**src/inc/pts_cfg.svh**
```systemverilog
// timing, window and command constants for the pixel trigger sequencer
`ifndef PTS_CFG_SVH
`define PTS_CFG_SVH
`define PTS_CLK_PS       4000
`define PTS_TICK_PS      24900
`define PTS_TICK_CYC     ((`PTS_TICK_PS + `PTS_CLK_PS / 2) / `PTS_CLK_PS)
`define PTS_PERIOD_TICKS 68
`define PTS_INTIME_TICKS 10
`define PTS_OOT_TICKS    58
`define PTS_PRESCALE     10
`define PTS_MIN_SPACING  5
`define PTS_READOUT      6
`define PTS_DEAD         1
`define PTS_MARGIN_PRE   1
`define PTS_MARGIN_POST  1
`define PTS_CMD_LEN      5
`define PTS_CMD_PAT      5'h1d
`endif

```
**src/inc/pts_pkg.sv**
```systemverilog
// types shared by the pixel trigger sequencer
package pts_pkg;
    // discriminated counter inputs, three per side of the magnet
    typedef struct packed {
        logic [2:0] up;   // upstream counters
        logic [2:0] dn;   // downstream counters
    } pts_scint_t;
    // per-plane readout phase
    typedef enum logic [1:0] {
        PTS_IDLE,
        PTS_READ,
        PTS_DEADT
    } pts_phase_t;
    // tick-domain status
    typedef struct packed {
        logic       inTime;   // last tick was in-time
        logic       coinc;    // coincidence seen in last tick
        logic [6:0] tick;     // tick index within period
    } pts_stat_t;
endpackage

```
**src/verilog/pts_trigger_sequencer.sv**
```systemverilog
// pixel telescope trigger sequencer: coincidence, prescale, margins, cmds
// Contract
// RULE1: tick of 24.9 ns, 68 per revolution; code ticks every 6 cycles, 24 ns
// RULE2: period 68 ticks: 10 in-time, 58 out
// RULE3: in-time flag from free-running tick counter
// RULE4: combine counter inputs into one coincidence
// RULE5: in-time coincidences read one bunch in ten
// RULE6: every out-of-time coincidence triggers
// RULE7: add margins before and after each coincidence
// RULE8: trigger commands go out on serial lines
// RULE9: commands to one chip five ticks apart
// RULE10: chip reads six ticks per command
// RULE11: one dead tick after each readout
// RULE12: one dead plane per stack at most
// RULE13: chip hits use 80 by 336 pixels
// RULE14: chip reports hit time and tot ticks; chip model keeps hit tick only, no tot
// RULE15: two of three up and down
// RULE16: reset clears counters, no early commands
`timescale 1ns/1ps
`include "pts_cfg.svh"
module pts_trigger_sequencer
    import pts_pkg::*;
#(
    parameter int NSTACK      = 2,                 // sensor stacks
    parameter int NPLANE      = 4,                 // planes per stack
    parameter int PRESCALE    = `PTS_PRESCALE,     // in-time prescale
    parameter int MARGIN_PRE  = `PTS_MARGIN_PRE,   // ticks before
    parameter int MARGIN_POST = `PTS_MARGIN_POST   // ticks after
) (
    input  wire logic                     mclk,      // 250 MHz clock
    input  wire logic                     rst,       // sync reset, high
    input  wire pts_scint_t               scintIn,   // discriminator pins
    input  wire logic                     revMark,   // revolution marker pin
    output logic [NSTACK*NPLANE-1:0]      cmdLine,   // serial trigger lines
    output pts_stat_t                     status     // tick-domain status
);
    localparam int NCH   = NSTACK * NPLANE;
    localparam int HISTW = MARGIN_PRE + MARGIN_POST + 1;
    localparam int BUSY  = `PTS_READOUT + `PTS_DEAD;
    localparam int PSW   = $clog2(PRESCALE + 1);

    // refuse settings the scheduler cannot honour
    if (NPLANE > BUSY || NPLANE < 1)
        $error("NPLANE must lie between 1 and readout plus dead ticks");
    if (BUSY < `PTS_MIN_SPACING)
        $error("readout plus dead shorter than command spacing");
    if (PRESCALE < 1)
        $error("PRESCALE must be at least one");
    if (MARGIN_PRE < 0 || MARGIN_POST < 0 || HISTW < 2)
        $error("margins must be non-negative and not both zero");
    if (BUSY > 15)
        $error("readout plus dead does not fit the busy counter");
    if (NSTACK < 1)
        $error("NSTACK must be at least one");
    if (`PTS_INTIME_TICKS + `PTS_OOT_TICKS != `PTS_PERIOD_TICKS)
        $error("period split does not add up");

    // two-flop synchronisers for pins
    pts_scint_t scintMeta_r;                 // first stage, read by second only
    pts_scint_t scintSync_r;                 // usable counter levels
    logic       revMeta_r;                   // first stage of marker
    logic       revSync_r;                   // synchronised marker
    logic       revLast_r;                   // marker edge history
    always_ff @(posedge mclk) begin
        if (rst) begin
            scintMeta_r <= '0;
            scintSync_r <= '0;
            revMeta_r   <= 1'b0;
            revSync_r   <= 1'b0;
            revLast_r   <= 1'b0;
        end else begin
            scintMeta_r <= scintIn;
            scintSync_r <= scintMeta_r;
            revMeta_r   <= revMark;
            revSync_r   <= revMeta_r;
            revLast_r   <= revSync_r;
        end
    end
    logic revEdge;                           // marker rising edge
    assign revEdge = revSync_r & ~revLast_r;

    // tick enable from divider; the 24.9 ns tick rounds to whole cycles,
    // so the marker realigns the phase once per revolution
    logic [7:0] divCnt_r;                    // cycles within tick
    logic       tickEn;                      // one-cycle tick pulse
    assign tickEn = (divCnt_r == 8'(`PTS_TICK_CYC - 1));
    always_ff @(posedge mclk) begin
        if (rst || revEdge) begin
            divCnt_r <= '0;                  // [RULE1]
        end else if (tickEn) begin
            divCnt_r <= '0;
        end else begin
            divCnt_r <= divCnt_r + 8'h01;
        end
    end

    // free-running tick counter over one micro-bunch period
    logic [6:0] tickCnt_r;                   // tick index 0..67
    logic       wrap;                        // last tick of period
    assign wrap = (tickCnt_r == 7'(`PTS_PERIOD_TICKS - 1));
    always_ff @(posedge mclk) begin
        if (rst || revEdge) begin
            tickCnt_r <= '0;                 // [RULE16] [RULE1]
        end else if (tickEn) begin
            tickCnt_r <= wrap ? 7'h00 : tickCnt_r + 7'h01; // [RULE2]
        end
    end
    logic inTime;                            // first 10 ticks in-time
    assign inTime = (tickCnt_r < 7'(`PTS_INTIME_TICKS)); // [RULE3] [RULE2]

    // prescale counter over micro-bunches
    logic [PSW-1:0] preCnt_r;                // bunch index mod prescale
    always_ff @(posedge mclk) begin
        if (rst) begin
            preCnt_r <= '0;                  // [RULE16]
        end else if (tickEn && wrap) begin
            if (preCnt_r == PSW'(PRESCALE - 1)) begin
                preCnt_r <= '0;              // [RULE5]
            end else begin
                preCnt_r <= preCnt_r + PSW'(1);
            end
        end
    end

    // coincidence: two of three each side, both sides together
    function automatic logic twoOfThree(input logic [2:0] v);
        twoOfThree = (v[0] & v[1]) | (v[0] & v[2]) | (v[1] & v[2]);
    endfunction
    logic coincNow;                          // per-cycle coincidence
    assign coincNow = twoOfThree(scintSync_r.up)
                    & twoOfThree(scintSync_r.dn); // [RULE15] [RULE4]

    // hold any coincidence seen within the tick; short pulses are
    // caught even though the tick spans several clock cycles
    logic coincHold_r;                       // seen during this tick
    always_ff @(posedge mclk) begin
        if (rst || tickEn) begin
            coincHold_r <= 1'b0;
        end else if (coincNow) begin
            coincHold_r <= 1'b1;             // [RULE4]
        end
    end
    logic coincTick;                         // coincidence in ending tick
    assign coincTick = coincHold_r | coincNow;

    // started flag: nothing is issued before the first tick
    logic run_r;                             // counters running
    always_ff @(posedge mclk) begin
        if (rst) begin
            run_r <= 1'b0;                   // [RULE16]
        end else if (tickEn) begin
            run_r <= 1'b1;
        end
    end

    // acceptance: out-of-time always, in-time only on bunch zero;
    // tick zero after reset is never accepted, run_r is still low there
    logic accept;                            // coincidence kept
    assign accept = run_r & coincTick
                  & (~inTime | (preCnt_r == '0)); // [RULE5] [RULE6]

    // margins by dilation: a tick is wanted if any accept lies within
    // pre..post of it; the wanted stream lags by post ticks
    logic [HISTW-1:0] hist_r;                // recent accepts
    always_ff @(posedge mclk) begin
        if (rst) begin
            hist_r <= '0;
        end else if (tickEn) begin
            hist_r <= {hist_r[HISTW-2:0], accept}; // [RULE7]
        end
    end
    logic wanted;                            // tick to be read out
    assign wanted = run_r & (|hist_r);       // [RULE7]

    // per-plane scheduling
    logic [3:0] busy_r [NCH];                // ticks left in readout+dead
    pts_phase_t phase [NCH];                 // derived plane phase
    logic [NCH-1:0] want;                    // plane would fire this tick
    logic [NCH-1:0] fire;                    // plane fires this tick
    logic [NCH-1:0] held_r;                  // plane owed a command

    for (genvar c = 0; c < NCH; c++) begin : g_plane
        // readout then a dead tick; no new command until both pass
        always_comb begin
            if (busy_r[c] == 4'h0) begin
                phase[c] = PTS_IDLE;
            end else if (busy_r[c] == 4'(`PTS_DEAD)) begin
                phase[c] = PTS_DEADT;        // [RULE11]
            end else begin
                phase[c] = PTS_READ;         // [RULE10]
            end
        end
        // a plane refused its slot by the stack arbiter keeps its claim
        // until served; without it the last plane of a stack would miss
        // its command once the margin window closes
        assign want[c] = (wanted | held_r[c])
                       & (phase[c] == PTS_IDLE); // [RULE9]

        // claim kept only while idle and refused; dropped once fired
        always_ff @(posedge mclk) begin
            if (rst) begin
                held_r[c] <= 1'b0;           // [RULE16]
            end else if (tickEn) begin
                held_r[c] <= want[c] & ~fire[c]; // [RULE12]
            end
        end

        always_ff @(posedge mclk) begin
            if (rst) begin
                busy_r[c] <= '0;             // [RULE16]
            end else if (tickEn) begin
                if (fire[c]) begin
                    busy_r[c] <= 4'(BUSY);   // [RULE9] [RULE11]
                end else if (busy_r[c] != 4'h0) begin
                    busy_r[c] <= busy_r[c] - 4'h1;
                end
            end
        end
    end

    // at most one firing per stack per tick keeps dead ticks apart;
    // a held-off plane starts one tick later per plane ahead of it, up to NPLANE-1 ticks
    for (genvar s = 0; s < NSTACK; s++) begin : g_stack
        always_comb begin
            logic taken;
            taken = 1'b0;
            for (int p = 0; p < NPLANE; p++) begin
                fire[s*NPLANE+p] = want[s*NPLANE+p] & ~taken; // [RULE12]
                taken = taken | want[s*NPLANE+p];
            end
        end
    end

    // serial command shifters, one per chip line, sent in the tick
    // after the plane fires; the pattern is shorter than a tick
    logic [`PTS_CMD_LEN-1:0] shift_r [NCH]; // pattern being sent
    for (genvar c = 0; c < NCH; c++) begin : g_link
        always_ff @(posedge mclk) begin
            if (rst) begin
                shift_r[c] <= '0;
                cmdLine[c] <= 1'b0;
            end else begin
                cmdLine[c] <= shift_r[c][`PTS_CMD_LEN-1]; // [RULE8]
                if (tickEn && fire[c]) begin
                    shift_r[c] <= `PTS_CMD_PAT;           // [RULE8]
                end else begin
                    shift_r[c] <= {shift_r[c][`PTS_CMD_LEN-2:0], 1'b0};
                end
            end
        end
    end

    // status outputs, registered on each tick; they read zero until
    // the first tick after reset ends, so the flag there is not yet valid
    always_ff @(posedge mclk) begin
        if (rst) begin
            status <= '0;
        end else if (tickEn) begin
            status.inTime <= inTime;         // [RULE3]
            status.coinc  <= coincTick;
            status.tick   <= tickCnt_r;
        end
    end
endmodule

```
**config.mk**
```make
export PLATFORM = sky130hd
export DESIGN_NAME = pts_trigger_sequencer
export DESIGN_NICKNAME = d
export VERILOG_FILES = /design/src/inc/pts_pkg.sv /design/src/verilog/pts_trigger_sequencer.sv
export VERILOG_INCLUDE_DIRS = /design/src /design/src/inc
export SDC_FILE = /design/constraint.sdc
export NUM_CORES = 1
export LEC_CHECK = 0
export BUFFER_PORTS_ARGS = -buffer_cell sky130_fd_sc_hd__buf_2
export CAP_MARGIN = 20
export CORE_MARGIN = 3
export CORE_UTILIZATION = 35
export DETAILED_ROUTE_END_ITERATION = 6
export GPL_ROUTABILITY_DRIVEN = 1
export PLACE_DENSITY = 0.56
export RECOVER_POWER = 50
export SYNTH_ARGS = -nofsm -noshare
export SYNTH_HDL_FRONTEND = slang
export SYNTH_SLANG_ARGS = --single-unit
export TNS_END_PERCENT = 5
```
**constraint.sdc**
```tcl
create_clock -name mclk -period 2.01 [get_ports mclk]
set_input_delay 0.402 -clock mclk [delete_from_list [all_inputs] [get_ports mclk]]
set_output_delay 0.402 -clock mclk [all_outputs]
set_load 0.01 [all_outputs]
```
==> summary.md <==
The run finished with clean final reports. The tools report the global route total overflow as 0. Cell internal power was estimated by the tool at 4.796 mW. The most common cell after layout, fill and taps aside is edfxtp_1. The routed design could run at a clock period as short as 2008 ps. The number of global-route vias before repair was 4109; the instance count of the mapped netlist was 553. After detailed placement, the total cell area comes to 6818 µm².

The worst setup path is launched from a flip-flop. The worst clock skew was 8.643 ps. The final route contains 4232 vias. The max-slew violation total from the final report is 0, and the layout overhead on the synthesized area is 25.36%.

The number of antenna violations at the first check in global routing was 0. In the layout the commonest cells are edfxtp_1 (72), dfxtp_1 (62), a21oi_1 (53). Dividing total power by cell area gives a power density of 855.6 nW/µm².

Synthesis instantiated 62 different standard cells from the library. Yosys attributes the largest share of cell area to edfxtp_1 (36%), dfxtp_1 (21%), a21oi_1 (4.4%), ha_1 (4.0%), nand2_1 (2.8%). The count of final hold-check violations was 0. In the final layout, the share of cells above drive strength 1 is 19.09%.

26 I/O pins were placed. The final clock period utilization by the worst path is 99.89%, and the CTS clock-pin slew for the worst setup and hold paths is 70 ps. The die span in y is 136.6 µm.

The path class of the tightest hold or removal check is in2reg. For the worst setup path, the data arrival time is 2190 ps. Counting flops with an async set or reset pin after synthesis yields a share of 0%. Across every metal layer, demand over resource in global routing totals 13.34%. Detailed placement finished with a half-perimeter wire length of 8040 µm.

Once the floorplan was initialized, standard cells occupied 35.88% of the core. The max capacitance violation total is 0. The detailed router finished its first iteration with 216 violations. In the routed design, unresolved DRC markers number 0. The global placement routability congestion is 0.7773, and the total power of the final layout is 6.404 mW.

By startpoint and endpoint, the worst setup path is classified as reg2reg. The per-cell via count in the routed design came out at 4.697. The top cell type by total area after synthesis was edfxtp_1. The logs give 0 for the count of nets left with antenna violations after detail routing and 7485 µm² for the final cell area excluding filler cells. The maximum VDD drop was 0.5903 mV. The mapped netlist covers 5971 µm².

The maximum number of buffers from clock root to sink is 2. Entering global routing, the biggest net connects 82 pins. The maximum level of the CTS H-tree is 4. Setup repair after global routing could not meet its margin everywhere. At the end of the flow, the number of nets in the layout was 696. For this run, the leading register cell type out of synthesis is edfxtp_1. For the standard cell core area, the log shows 16640 µm². The number of detailed-route iterations in the first pass came out at 4.

The global-route wire length before repair is 19580 µm, and the total of warnings raised by yosys is 0. The worst path required time is 2190 ps, and the average detailed-routed wire length per instance is 12.99 µm. In this run the worst path has a maximum fanout of 4.

Summed over all cells, the static leakage comes to 2.980 nW. The root buffer cell chosen for the clock tree is clkbuf_16. Summed over all layers, the routed wires come to 11710 µm.

The tools report the TritonCTS buffer count as 17. Setup violations remaining at the end of the flow were counted as 0. For this design, the sink count on the clock tree is 134. After synthesis, the largest area contributor takes up 36.21% of total cell area. The repair_antennas step left the layout with diodes totalling 0.

Measured against its own limit, the worst slew margin works out to 39.18%. For the worst-skew pair, the clock arrives at the later sink with an insertion delay of 430 ps. The transition time of the tightest slew-check pin is 912.3 ps. The width of the die is 136.6 µm, and the average size of a mapped cell is 10.80 µm². Combinational logic is responsible for 5.5% of the overall power. The area enclosed by the die boundary came out at 18660 µm². The analysis attributes to net switching a power of 1.608 mW. TritonCTS built the clock tree. Count of port buffers added during placement: 25.

The nature of the critical path endpoint was a flip-flop. In this run switching power makes up 25.11% of total power. Per report_power, the clock group accounts for 47.3% of the total. Register share of total power: 47.3%. The synthesized design contains 72 enable-type register cells.

In this run, synthesis produced a sequential element count of 134. The achievable frequency is 498.0 MHz, and the sequential cell area fraction in the yosys report is 57.00%. Row generation in the floorplan step produced 47 rows.
[final cells by class]
type	instances	area [µm²]
fillers	1559	9158
flip-flops and latches	134	3403
multi-input cells	397	2566
repair buffers	79	514.2
clock buffers	17	425.4
well taps	220	275.3
clock inverters	15	153.9
inverters	39	146.4
[metrics by stage]
step | hold WS, ps | setup TNS, ps | std cells | util, % | setup slack, ps
after floorplan | 413.8 | -114.6 | 592 | - | -28.66
after global placement | 425.7 | -48.44 | 864 | 40.97 | -12.13
after detailed placement | 422.7 | -503.8 | 864 | 40.97 | -61.98
after CTS | 159.4 | 0 | 896 | 44.64 | 0.7301
after global routing | 173.0 | -1081 | 901 | 44.97 | -77.48
final | 182.0 | 0 | 901 | 44.97 | 2.157
[synth_stat cells, types with 3 or more instances]
master and instances:
clkbuf_1 14, o21ai_0 10, nor3b_2 5, or3_1 12, nor2b_1 25, o21ai_1 6, a21o_1 8, a22o_1 5
edfxtp_1 72, and3_1 10, a211oi_1 3, and2_1 4, xor2_1 12, or4_1 3, dfxtp_1 62, inv_1 37
nor3_1 18, o211ai_1 5, or3b_1 3, o211a_1 4, or2_2 4, a21oi_1 53, buf_4 3, xnor2_1 13
buf_2 4, nand2_1 45, ha_1 19, nand3_1 15, nor3b_1 3, nor2_1 33, nand2b_1 4
[registers in the layout (all words and copies together) (netlist names), 3 cells and up]
register	cells
tickCnt_r	7
shift_r	40
preCnt_r	4
scintSync_r	6
divCnt_r	8
cmdLine	8
scintMeta_r	6
held_r	6
status	9
busy_r	32
hist_r	3
[path summary, 6_finish.rpt]
kind | startpoint | to | slack (ps) | cells after the start
worst max-delay path | busy_r[1][8] | shift_r[1][16] | 2 | 7
worst min-delay path | scintIn[2] | scintMeta_r[2] | 180 | 2
worst max register to register | busy_r[1][8] | shift_r[1][16] | 2 | 7
worst min register to register | scintMeta_r[0] | scintSync_r[0] | 440 | 1
[critical path, cell delays in order (launching register included)]
cell      delay [ps]
edfxtp_1         350
inv_1             60
ha_1             200
nor3b_2          170
buf_4            150
o22a_4           240
or3_4            390
o211a_1          210
[power groups by stage]
stage	combinational, mW	clock [mW]	sequential, mW
after floorplan	0.217	0	3.08
after global placement	0.334	0	3.08
after detailed placement	0.344	0	3.08
after CTS	0.349	3.11	3.02
after global routing	0.397	3.23	3.04
final	0.350	3.03	3.03
[layer usage]
metal / wire (µm) / vias to the layer above / share of wire, % / GRT usage, %
met5: 0 / - / 0 / 0
met3: 348 / 19 / 3.0 / 3.934
met2: 5553 / 47 / 47 / 20.65
met4: 226 / 0 / 1.9 / 5.711
li1: - / 2157 / - / -
met1: 5578 / 2009 / 48 / 17.39
[repair_timing]
item                       in CTS  in global routing
pin swaps                       2                  5
hold buffers                    0                  0
setup endpoints to repair      24                 61
gates resized for setup         8                 14
buffers inserted                0                  5
[logic make-up after synthesis]
kind of cell             share of synthesized area (%)
buffers and inverters                            4.107
AND/OR/NAND/NOR                                  19.51
AO/OA/AOI/OAI                                    11.50
flip-flops                                       57.00
multiplexers                                    0.1677
other                                          0.06281
XOR/XNOR                                         3.667
adder cells (fa/ha/maj)                          3.982
Note: power is estimated with default switching activity, not from simulation.
